[config.mk]
export PLATFORM = sky130hd
export DESIGN_NAME = pcg_top
export DESIGN_NICKNAME = d
export VERILOG_FILES = /design/src/common/pcg_pkg.sv /design/src/hdl/pcg_top.sv
export SDC_FILE = /design/constraint.sdc
export NUM_CORES = 1
export LEC_CHECK = 0
export BUFFER_PORTS_ARGS = -buffer_cell sky130_fd_sc_hd__buf_4
export CAP_MARGIN = 30
export CORE_UTILIZATION = 40
export DETAILED_ROUTE_END_ITERATION = 8
export GPL_TIMING_DRIVEN = 1
export PLACE_DENSITY_LB_ADDON = 0.12
export SYNTH_ARGS = -nofsm -noshare
export SYNTH_HDL_FRONTEND = slang
export SYNTH_SLANG_ARGS = --single-unit
[constraint.sdc]
create_clock -name hclk -period 2.05 [get_ports hclk]
set_clock_uncertainty 0.1 [all_clocks]
set_input_delay 0.1025 -clock hclk [delete_from_list [all_inputs] [get_ports hclk]]
set_output_delay 0.1025 -clock hclk [all_outputs]
set_load 0.02 [all_outputs]
[src/common/pcg_pkg.sv]
// Purpose: Constants for the peripheral clock gating block
// Assumes: AHB-Lite slave, 32-bit data, word registers
// Notes:   Offsets and bit positions shared by design and bench
package pcg_pkg;

	// ----------------------------------------
	// Register map
	// ----------------------------------------
	localparam logic [7:0] OFS_POWER_REDUCTION = 8'h00;
	localparam logic [7:0] OFS_MCU_CONTROL     = 8'h04;
	localparam logic [7:0] OFS_LOWPOWER_CTRL   = 8'h08;
	localparam logic [7:0] OFS_STATUS          = 8'h0C;
	localparam logic [7:0] RST_POWER_REDUCTION = 8'h00;
	localparam logic [7:0] PRR_WRITABLE        = 8'hEF;
	localparam logic [2:0] BOD_DISABLED        = 3'h7;

	// ----------------------------------------
	// Field positions
	// ----------------------------------------
	localparam int BIT_CONVERTER     = 0;
	localparam int BIT_USART_FIRST   = 1;
	localparam int BIT_SERIAL_PERIPH = 2;
	localparam int BIT_TIMER1        = 3;
	localparam int BIT_RESERVED      = 4;
	localparam int BIT_TIMER0        = 5;
	localparam int BIT_TIMER2        = 6;
	localparam int BIT_TWO_WIRE      = 7;
	localparam int BIT_SCAN_DISABLE  = 0;
	// Low-power control: [0] comparator enable, [1] comparator uses reference,
	// [2] converter enable
	localparam int BIT_CMP_ENABLE    = 0;
	localparam int BIT_CMP_USE_REF   = 1;
	localparam int BIT_ADC_ENABLE    = 2;
	localparam int NUM_PERIPH        = 8;

	// ----------------------------------------
	// Sleep modes
	// ----------------------------------------
	localparam logic [2:0] SLP_IDLE      = 3'h0;
	localparam logic [2:0] SLP_ADC_NR    = 3'h1;
	localparam logic [2:0] SLP_PWR_DOWN  = 3'h2;
	localparam logic [2:0] SLP_PWR_SAVE  = 3'h3;
	localparam logic [2:0] SLP_STANDBY   = 3'h6;
	localparam logic [2:0] SLP_EXT_STBY  = 3'h7;

	localparam logic [1:0] HTRANS_NONSEQ = 2'h2;

endpackage : pcg_pkg

[src/hdl/pcg_top.sv]
// Purpose: Per-peripheral clock gating and low-power interplay with sleep
// Assumes: Single 200 MHz clock; one-cycle AHB-Lite answers, always OKAY
// Notes:   Gates are latch-free enables registered on the clock edge
module pcg_top
	import pcg_pkg::*;
(
	input  wire logic        hclk,
	input  wire logic        hresetn,
	input  wire logic        hsel,
	input  wire logic [7:0]  haddr,
	input  wire logic [1:0]  htrans,
	input  wire logic        hwrite,
	input  wire logic [2:0]  hsize,
	input  wire logic [31:0] hwdata,
	input  wire logic        hready,
	output logic      [31:0] hrdata,
	output logic             hreadyout,
	output logic             hresp,
	input  wire logic        sleeping,
	input  wire logic [2:0]  sleep_mode,
	input  wire logic        timer2_async_select,
	input  wire logic [2:0]  brownout_level_fuses,
	input  wire logic        watchdog_enable,
	input  wire logic        debug_enable_fuse,
	input  wire logic        scan_port_enable_fuse,
	input  wire logic        wake_pin_needed,
	output logic      [7:0]  periph_clk_en,
	output logic      [7:0]  periph_access_en,
	output logic             cmp_mux_allowed,
	output logic             cmp_active,
	output logic             adc_extended_next,
	output logic             vref_enable,
	output logic             brownout_active,
	output logic             watchdog_active,
	output logic             input_buf_enable,
	output logic             main_clk_keep,
	output logic             debug_active
);

	// ----------------------------------------
	// Bus slave
	// ----------------------------------------
	logic [7:0] power_reduction;
	logic [0:0] mcu_control;
	logic [2:0] lowpower_ctrl;
	logic       wr_pend;
	logic [7:0] wr_addr;
	logic       adc_conv_done;

	function automatic logic [31:0] read_mux(input logic [7:0] a);
		case (a)
			OFS_POWER_REDUCTION: read_mux = {24'h000000, power_reduction & PRR_WRITABLE};
			OFS_MCU_CONTROL:     read_mux = {31'h00000000, mcu_control};
			OFS_LOWPOWER_CTRL:   read_mux = {29'h00000000, lowpower_ctrl};
			OFS_STATUS:          read_mux = {23'h000000, adc_extended_next, periph_clk_en};
			default:             read_mux = 32'h00000000;
		endcase
	endfunction

	wire req = hsel && hready && (htrans == HTRANS_NONSEQ);

	always_ff @(posedge hclk or negedge hresetn)
	begin
		if (!hresetn)
		begin
			wr_pend <= 1'b0;
			wr_addr <= 8'h00;
		end
		else
		begin
			wr_pend <= req && hwrite;
			wr_addr <= haddr;
		end
	end

	always_ff @(posedge hclk or negedge hresetn)
	begin
		if (!hresetn)
			hrdata <= 32'h00000000;
		else if (req && !hwrite)
			hrdata <= read_mux(haddr);
	end

	always_ff @(posedge hclk or negedge hresetn)
	begin
		if (!hresetn)
		begin
			hreadyout <= 1'b1;
			hresp     <= 1'b0;
		end
		else
		begin
			// Zero-wait slave; unmapped addresses read zero, writes dropped
			hreadyout <= 1'b1;
			hresp     <= 1'b0;
		end
	end

	always_ff @(posedge hclk or negedge hresetn)
	begin
		if (!hresetn)
			power_reduction <= RST_POWER_REDUCTION;
		else if (wr_pend && wr_addr == OFS_POWER_REDUCTION)
			power_reduction <= hwdata[7:0] & PRR_WRITABLE;
	end

	always_ff @(posedge hclk or negedge hresetn)
	begin
		if (!hresetn)
			mcu_control <= 1'b0;
		else if (wr_pend && wr_addr == OFS_MCU_CONTROL)
			mcu_control <= hwdata[BIT_SCAN_DISABLE];
	end

	always_ff @(posedge hclk or negedge hresetn)
	begin
		if (!hresetn)
			lowpower_ctrl <= 3'h0;
		else if (wr_pend && wr_addr == OFS_LOWPOWER_CTRL)
			lowpower_ctrl <= hwdata[2:0];
	end

	// ----------------------------------------
	// Sleep decode
	// ----------------------------------------
	// Io clock runs only in active and idle; adc clock also in noise reduction
	wire io_clk_run  = !sleeping || sleep_mode == SLP_IDLE;
	wire adc_clk_run = io_clk_run || sleep_mode == SLP_ADC_NR;

	// ----------------------------------------
	// Clock gates
	// ----------------------------------------
	logic [7:0] next_clk_en;

	always_comb
	begin
		next_clk_en = ~power_reduction;
		next_clk_en[BIT_RESERVED] = 1'b0;
		// Asynchronous timer2 runs off its own oscillator: its register bit is ignored, but every sleep mode other than idle still stops it
		if (timer2_async_select)
			next_clk_en[BIT_TIMER2] = 1'b1;
		// Deep sleeps stop every gated clock; converter survives noise reduction
		if (!io_clk_run)
			next_clk_en = next_clk_en & {{(NUM_PERIPH - 1){1'h0}}, adc_clk_run};
	end

	// Registered enable feeds a clock-gate cell that samples it while low
	generate
		for (genvar i = 0; i < NUM_PERIPH; i++)
		begin : g_gate
			always_ff @(posedge hclk or negedge hresetn)
			begin
				if (!hresetn)
					periph_clk_en[i] <= (i != BIT_RESERVED);
				else
					periph_clk_en[i] <= next_clk_en[i];
			end

			always_ff @(posedge hclk or negedge hresetn)
			begin
				if (!hresetn)
					periph_access_en[i] <= 1'b1;
				else
					periph_access_en[i] <= !power_reduction[i];
			end
		end
	endgenerate

	// ----------------------------------------
	// Analog and system power
	// ----------------------------------------
	logic adc_en_d;

	always_ff @(posedge hclk or negedge hresetn)
	begin
		if (!hresetn)
		begin
			cmp_mux_allowed <= 1'b1;
			cmp_active      <= 1'b0;
			vref_enable     <= 1'b0;
			adc_en_d        <= 1'b0;
		end
		else
		begin
			cmp_mux_allowed <= !power_reduction[BIT_CONVERTER];
			cmp_active      <= lowpower_ctrl[BIT_CMP_ENABLE] &&
				(!sleeping || sleep_mode == SLP_IDLE || sleep_mode == SLP_ADC_NR);
			vref_enable     <= (brownout_level_fuses != BOD_DISABLED) ||
				(lowpower_ctrl[BIT_CMP_ENABLE] && lowpower_ctrl[BIT_CMP_USE_REF]) ||
				lowpower_ctrl[BIT_ADC_ENABLE];
			adc_en_d        <= lowpower_ctrl[BIT_ADC_ENABLE];
		end
	end

	// Conversion completion approximated as enable held with converter clock running
	assign adc_conv_done = adc_en_d && periph_clk_en[BIT_CONVERTER];

	always_ff @(posedge hclk or negedge hresetn)
	begin
		if (!hresetn)
			adc_extended_next <= 1'b1;
		else if (lowpower_ctrl[BIT_ADC_ENABLE] && !adc_en_d)
			adc_extended_next <= 1'b1;
		else if (adc_conv_done)
			adc_extended_next <= 1'b0;
	end

	always_ff @(posedge hclk or negedge hresetn)
	begin
		if (!hresetn)
		begin
			brownout_active  <= 1'b0;
			watchdog_active  <= 1'b0;
			input_buf_enable <= 1'b1;
			main_clk_keep    <= 1'b0;
			debug_active     <= 1'b0;
		end
		else
		begin
			brownout_active  <= brownout_level_fuses != BOD_DISABLED;
			watchdog_active  <= watchdog_enable;
			input_buf_enable <= adc_clk_run || wake_pin_needed;
			debug_active     <= debug_enable_fuse && scan_port_enable_fuse &&
				!mcu_control[BIT_SCAN_DISABLE];
			main_clk_keep    <= sleeping && debug_enable_fuse && scan_port_enable_fuse &&
				!mcu_control[BIT_SCAN_DISABLE];
		end
	end

	// ----------------------------------------
	// Checks
	// ----------------------------------------
	gate_follows_a: assert property (@(posedge hclk) disable iff (!hresetn)
		(!sleeping && !timer2_async_select) |=>
		periph_clk_en == (~$past(power_reduction) & PRR_WRITABLE))
		else $error("gate enable does not follow register");
	reserved_zero_a: assert property (@(posedge hclk) disable iff (!hresetn)
		!power_reduction[BIT_RESERVED] && !periph_clk_en[BIT_RESERVED])
		else $error("reserved bit set");
	access_block_a: assert property (@(posedge hclk) disable iff (!hresetn)
		power_reduction[BIT_TIMER0] |=> !periph_access_en[BIT_TIMER0])
		else $error("access allowed while gated");
	timer2_async_a: assert property (@(posedge hclk) disable iff (!hresetn)
		(timer2_async_select && !sleeping) |=> periph_clk_en[BIT_TIMER2])
		else $error("async timer2 gated");
	deep_sleep_a: assert property (@(posedge hclk) disable iff (!hresetn)
		(sleeping && sleep_mode == SLP_PWR_DOWN) |=> periph_clk_en[BIT_TIMER1] == 1'b0)
		else $error("clock runs in deep sleep");
	mux_block_a: assert property (@(posedge hclk) disable iff (!hresetn)
		power_reduction[BIT_CONVERTER] |=> !cmp_mux_allowed)
		else $error("comparator mux usable while converter gated");
	cmp_auto_off_a: assert property (@(posedge hclk) disable iff (!hresetn)
		(sleeping && sleep_mode == SLP_STANDBY) |=> !cmp_active)
		else $error("comparator active in deep sleep");
	ext_conv_a: assert property (@(posedge hclk) disable iff (!hresetn)
		$rose(lowpower_ctrl[BIT_ADC_ENABLE]) |=> adc_extended_next)
		else $error("extended conversion not armed");
	debug_off_a: assert property (@(posedge hclk) disable iff (!hresetn)
		mcu_control[BIT_SCAN_DISABLE] |=> !debug_active ##0 !main_clk_keep)
		else $error("debug active after disable");
	buf_off_a: assert property (@(posedge hclk) disable iff (!hresetn)
		(sleeping && sleep_mode == SLP_PWR_SAVE && !wake_pin_needed) |=> !input_buf_enable)
		else $error("input buffers on in deep sleep");
	vref_on_a: assert property (@(posedge hclk) disable iff (!hresetn)
		lowpower_ctrl[BIT_ADC_ENABLE] |=> vref_enable)
		else $error("reference off while converter on");
	bod_keep_a: assert property (@(posedge hclk) disable iff (!hresetn)
		(brownout_level_fuses != BOD_DISABLED) |=> brownout_active)
		else $error("brown-out inactive");
	wdt_keep_a: assert property (@(posedge hclk) disable iff (!hresetn)
		watchdog_enable |=> watchdog_active)
		else $error("watchdog stopped");

	// ----------------------------------------
	// Checks on individual gates
	// ----------------------------------------
	// One check per bit so a swapped bit map shows up by name
	two_wire_gate_a: assert property (@(posedge hclk) disable iff (!hresetn)
		power_reduction[BIT_TWO_WIRE] |=> !periph_clk_en[BIT_TWO_WIRE])
		else $error("two-wire clock runs while gated");
	timer2_sync_a: assert property (@(posedge hclk) disable iff (!hresetn)
		(power_reduction[BIT_TIMER2] && !timer2_async_select) |=>
		!periph_clk_en[BIT_TIMER2])
		else $error("synchronous timer2 clock runs while gated");
	timer0_gate_a: assert property (@(posedge hclk) disable iff (!hresetn)
		power_reduction[BIT_TIMER0] |=> !periph_clk_en[BIT_TIMER0])
		else $error("timer0 clock runs while gated");
	timer1_gate_a: assert property (@(posedge hclk) disable iff (!hresetn)
		power_reduction[BIT_TIMER1] |=> !periph_clk_en[BIT_TIMER1])
		else $error("timer1 clock runs while gated");
	serial_gate_a: assert property (@(posedge hclk) disable iff (!hresetn)
		power_reduction[BIT_SERIAL_PERIPH] |=> !periph_clk_en[BIT_SERIAL_PERIPH])
		else $error("serial peripheral clock runs while gated");
	usart_gate_a: assert property (@(posedge hclk) disable iff (!hresetn)
		power_reduction[BIT_USART_FIRST] |=> !periph_clk_en[BIT_USART_FIRST])
		else $error("usart clock runs while gated");
	conv_gate_a: assert property (@(posedge hclk) disable iff (!hresetn)
		power_reduction[BIT_CONVERTER] |=> !periph_clk_en[BIT_CONVERTER])
		else $error("converter clock runs while gated");
	timer1_restart_a: assert property (@(posedge hclk) disable iff (!hresetn)
		(!sleeping && $fell(power_reduction[BIT_TIMER1])) |=> periph_clk_en[BIT_TIMER1])
		else $error("timer1 clock not restarted");
	access_open_a: assert property (@(posedge hclk) disable iff (!hresetn)
		!power_reduction[BIT_SERIAL_PERIPH] |=> periph_access_en[BIT_SERIAL_PERIPH])
		else $error("access blocked while clock runs");
	// Enables may move only when the register, the sleep state or timer2's source moved
	gate_stable_a: assert property (@(posedge hclk) disable iff (!hresetn)
		(!sleeping && !$past(sleeping) && $stable(power_reduction) &&
		$stable(timer2_async_select)) |=> $stable(periph_clk_en))
		else $error("gate enable moved without cause");
	idle_run_a: assert property (@(posedge hclk) disable iff (!hresetn)
		(sleeping && sleep_mode == SLP_IDLE && !power_reduction[BIT_USART_FIRST]) |=>
		periph_clk_en[BIT_USART_FIRST])
		else $error("usart clock stopped in idle");
	noise_red_a: assert property (@(posedge hclk) disable iff (!hresetn)
		(sleeping && sleep_mode == SLP_ADC_NR && !power_reduction[BIT_CONVERTER]) |=>
		(periph_clk_en[BIT_CONVERTER] && !periph_clk_en[BIT_USART_FIRST]))
		else $error("wrong clocks in noise reduction");
	deep_all_off_a: assert property (@(posedge hclk) disable iff (!hresetn)
		(sleeping && sleep_mode != SLP_IDLE && sleep_mode != SLP_ADC_NR) |=>
		periph_clk_en == '0)
		else $error("gated clock runs in deep sleep");

	// ----------------------------------------
	// Checks on bus and power side
	// ----------------------------------------
	rd_reserved_a: assert property (@(posedge hclk) disable iff (!hresetn)
		(req && !hwrite && haddr == OFS_POWER_REDUCTION) |=> !hrdata[BIT_RESERVED])
		else $error("reserved bit read as one");
	write_lands_a: assert property (@(posedge hclk) disable iff (!hresetn)
		(wr_pend && wr_addr == OFS_POWER_REDUCTION) |=>
		power_reduction == ($past(hwdata[7:0]) & PRR_WRITABLE))
		else $error("gating register write lost");
	ext_hold_a: assert property (@(posedge hclk) disable iff (!hresetn)
		(adc_extended_next && !periph_clk_en[BIT_CONVERTER]) |=> adc_extended_next)
		else $error("extended conversion lost while gated");
	cmp_run_a: assert property (@(posedge hclk) disable iff (!hresetn)
		(lowpower_ctrl[BIT_CMP_ENABLE] && (!sleeping || sleep_mode == SLP_ADC_NR)) |=>
		cmp_active)
		else $error("comparator off while allowed");
	cmp_deep_off_a: assert property (@(posedge hclk) disable iff (!hresetn)
		(sleeping && sleep_mode != SLP_IDLE && sleep_mode != SLP_ADC_NR) |=>
		!cmp_active)
		else $error("comparator on in deep sleep");
	vref_off_a: assert property (@(posedge hclk) disable iff (!hresetn)
		(brownout_level_fuses == BOD_DISABLED && !lowpower_ctrl[BIT_ADC_ENABLE] &&
		!lowpower_ctrl[BIT_CMP_USE_REF]) |=> !vref_enable)
		else $error("reference on with no user");
	buf_on_a: assert property (@(posedge hclk) disable iff (!hresetn)
		(!sleeping || wake_pin_needed) |=> input_buf_enable)
		else $error("input buffers off while needed");
	clk_keep_a: assert property (@(posedge hclk) disable iff (!hresetn)
		(sleeping && debug_enable_fuse && scan_port_enable_fuse &&
		!mcu_control[BIT_SCAN_DISABLE]) |=> main_clk_keep)
		else $error("main clock dropped while debugging");
	fuse_off_a: assert property (@(posedge hclk) disable iff (!hresetn)
		(!debug_enable_fuse || !scan_port_enable_fuse) |=>
		(!debug_active && !main_clk_keep))
		else $error("debug active with fuse off");
	debug_on_a: assert property (@(posedge hclk) disable iff (!hresetn)
		(debug_enable_fuse && scan_port_enable_fuse && !mcu_control[BIT_SCAN_DISABLE]) |=>
		debug_active)
		else $error("debug inactive while enabled");

endmodule // pcg_top

==> results.txt <==
- GPL Wtd Cong: 0.7228
- Sequential elements use 62.56% of the synthesized area.
- Dominant delay contributor by cell family on the critical path: simple AND/OR/NAND/NOR gates
* Clock period minus worst slack: 1.941 ns
- The first global-routing pass estimated 6.693 mm of wire.
- For the worst-skew pair, the clock arrives at the later sink with an insertion delay of about 0.30 ns.
* Root cell of the clock tree: clkbuf_8
- Global routing finished with a remaining overflow of 0.
- ANT cells: 0
- Dividing the detail-routed wire length by the instance count gives 13.45 um.
- The worst setup path is launched from a flip-flop.
- The startpoint identified for the worst register-to-register timing path is wr_addr[1].
- Total power for the finished layout comes to 1919 uW.
* Async SR Flop Fraction: between 90% and 100%
* Power density over the cells: around 670 mW/mm2
- Clock tree synthesis found a total of 51 sinks.
* Delay of the slowest critical-path stage: 0.60 ns
- Die Area: roughly 0.0055 mm2
- Once the clock tree was built, the resizer swapped 0 gates to a different size.
* Quantity of I/O buffers inserted on ports: 64
* Cell count along the critical path: 4
- Count of fill cells added during filler insertion: 417
- The initial antenna violation count is 0.
- The endpoint identified for the worst register-to-register timing path is power_reduction[7].
- Summed over all nets, the half-perimeter wirelength after detailed placement is between 2 and 3 mm.
- Slew headroom: between 50 and 60%
* Total number of nets in the final design: between 300 and 400
* Worst setup startpoint: wr_addr[1]
* Die width: about 74 um
- Once the clock tree was built, the setup fixing pass inserted 0 buffers.
- Layout overhead on the synthesized area: 38.41%
- After the first detailed-routing iteration, the DRC count stood at 61.
* Slowest stage cell, crit path: or4_1
- Number of failing hold endpoints at the final stage: 0
* Number of H-tree branching levels: 2
* Number of ports placed on the die boundary: 121
- CTS buffer count: 5
- Following the worst setup path forward leads to its endpoint at power_reduction[7].
- Post-route clock period utilization: a little over nine tenths
- TNS Setup: 0 ns
- After synthesis, the mean cell area works out to 13.03 um2.
* Number of register bits inferred by synthesis: 51
* Commonest cells after routing, fill and taps aside: buf_4, dfrtp_1, conb_1
* Number of instances in the synthesized netlist: 159
- Number of synthesized flops with an enable pin: 0
- Count of standard-cell rows: 25
- Based on the critical path, the design can be clocked at up to 515.3 MHz.
- The final route contains 1,416 vias.
- Remaining antenna violation count: 0
- The number of global-route vias before repair was 1,448.
- For this run, design rule violations remaining after detail routing come to 0.
- Most common flop cell mapped by yosys: dfrtp_1
- Placeable core area: 0.004848 mm2
- The startpoint identified for the worst hold timing path is htrans[1].
- CTS tree: built
- Core utilization of the finished layout: around 60%
* Final setup vio count: 0
- Data arrival time of the worst path: 2.03 ns
* Clk pin slew, worst setup/hold paths: 0.09 ns
* Routed Wire Length: 4.292 mm
- The Yosys step of the flow raised 0 warnings.
* Actual transition at the worst max-transition pin: around 0.61 ns
* Cell leakage power: 0.001371 uW
* Capturing element type of the critical path: flip-flop
* Worst-path fanout max: 7
- Commonest non-fill, non-tap cell in the layout: buf_4
- Once the floorplan was initialized, standard cells occupied 42.74% of the core.
* Leading post-synthesis cells by cell area: dfrtp_1, dfstp_2, buf_4, mux2_2, a22o_1
- Entering global routing, the biggest net connects 52 pins.
- Final Max Slew Viols: 0
- In this run, distinct cell masters in the synthesized netlist total 32.
* Worst path cell trace: or4_1 -> nor3_4 -> buf_4 -> mux2_2
- Clk buf depth: 2
* Path type of the worst min-delay path: primary input to flip-flop
- Global routing used 17.07% of the available tracks across all layers.
* Setup slack of the most critical reg-to-reg path: between 0.1 and 0.15 ns
- Data on the critical path is required at its endpoint by 2.14 ns.
- The die is 73.97 um tall.
- Max-cap viol count: 0
- The run finished with clean final reports.
- The critical path in this run is classified as flip-flop to flip-flop.
* Area share of the largest cell type after synthesis: between 40 and 50%
* Cell taking the most area after synthesis: dfrtp_1
- Setup repair after global routing left no endpoint under its margin.
- The number of cells on the worst reg-to-reg path is 4.
- Of the cells placed in the final design, the portion with a size suffix greater than 1 is 40.48%.
* Area of the mapped netlist: 0.002072 mm2
- Number of search-and-repair iterations in the first detailed-routing pass: 4
- VDD sags by at most 0.3438 mV.
- Dividing the detail-routed via count by the number of cells gives 4.439.
* Buf+Inv Stages, Crit Path: 1
routing by layer:
| layer | wire length, um | track usage [%] |
|---|---|---|
| met3 | 345 | 5.420 |
| met2 | 2172 | 30.71 |
| met4 | 54 | 5.769 |
| met1 | 1719 | 19.07 |
| met5 | 0 | 0 |
flip-flops by register name, indices dropped and copies added, names as in the netlist:
| name | count |
|---|---|
| hrdata | 8 |
| wr_addr | 8 |
| periph_clk_en | 7 |
| power_reduction | 7 |
| periph_access_en | 6 |
| lowpower_ctrl | 3 |
| adc_en_d | 1 |
| adc_extended_next | 1 |
| brownout_active | 1 |
| cmp_active | 1 |
| cmp_mux_allowed | 1 |
| debug_active | 1 |
| input_buf_enable | 1 |
| main_clk_keep | 1 |
| mcu_control | 1 |
| vref_enable | 1 |
| watchdog_active | 1 |
| wr_pend | 1 |
worst min-delay path, stage by stage:
cell      delay [ns]
buf_4           0.11
nand4b_1        0.13
nor2_1          0.05
through the flow:
step / setup WS (ns) / instance area, um2 / cells / hold slack (ns)
after floorplan: 0.2232 / 2170 / 185 / -0.2931
after global placement: 0.1719 / 2512 / 285 / 0.05088
after detailed placement: 0.1117 / 2512 / 285 / 0.06295
after CTS: 0.09624 / 2868 / 319 / 0.02095
after global routing: 0.02829 / 2868 / 319 / 0.04248
final: 0.1094 / 2868 / 319 / 0.02352
power by group:
| part | switching [uW] | internal (uW) |
|---|---|---|
| Combinational | 140 | 116 |
| Clock | 318 | 279 |
| Sequential | 18.5 | 1050 |
| Total | 477 | 1440 |
area by class of cell:
type,instances,area [um2],share of cell area [%]
clock inverter,1,8.758,0.3054
clock buffer,7,86.33,3.010
timing repair buffer,91,748.2,26.09
sequential,51,1296,45.20
tap,67,83.83,2.923
multi-input combinational,91,603.1,21.03
inverter,11,41.29,1.440
synth_stat cells, types with 3 or more instances:
cell type / number
clkbuf_1: 3
and2_1: 4
mux2_2: 11
a21oi_1: 3
a22o_1: 9
dfstp_2: 16
buf_4: 29
dfrtp_1: 35
nor2_1: 9
inv_1: 11
worst min path at each step:
| stage | endpoint | slack, ns | cells after the start |
|---|---|---|---|
| after CTS | wr_pend | 0.02 | 3 |
| after detailed placement | cmp_active | 0.06 | 1 |
| after global placement | main_clk_keep | 0.05 | 1 |
| after global routing | wr_pend | 0.04 | 3 |
| after floorplan | adc_en_d | -0.29 | 0 |
| final | wr_pend | 0.02 | 3 |
logic make-up after synthesis:
family,synth area share [%]
AOI/OAI and AO/OA,7.911
DFF,62.56
buffers and inverters,13.04
and+or+nand+nor,8.092
muxes,8.031
other,0.3625
repair_timing:
| action | CTS | global route |
|---|---|---|
| hold buffers | 26 | 0 |
| hold endpoints to repair | 62 | 0 |
| setup endpoints to repair | 0 | 0 |
Note: power is estimated with default switching activity, not from simulation.
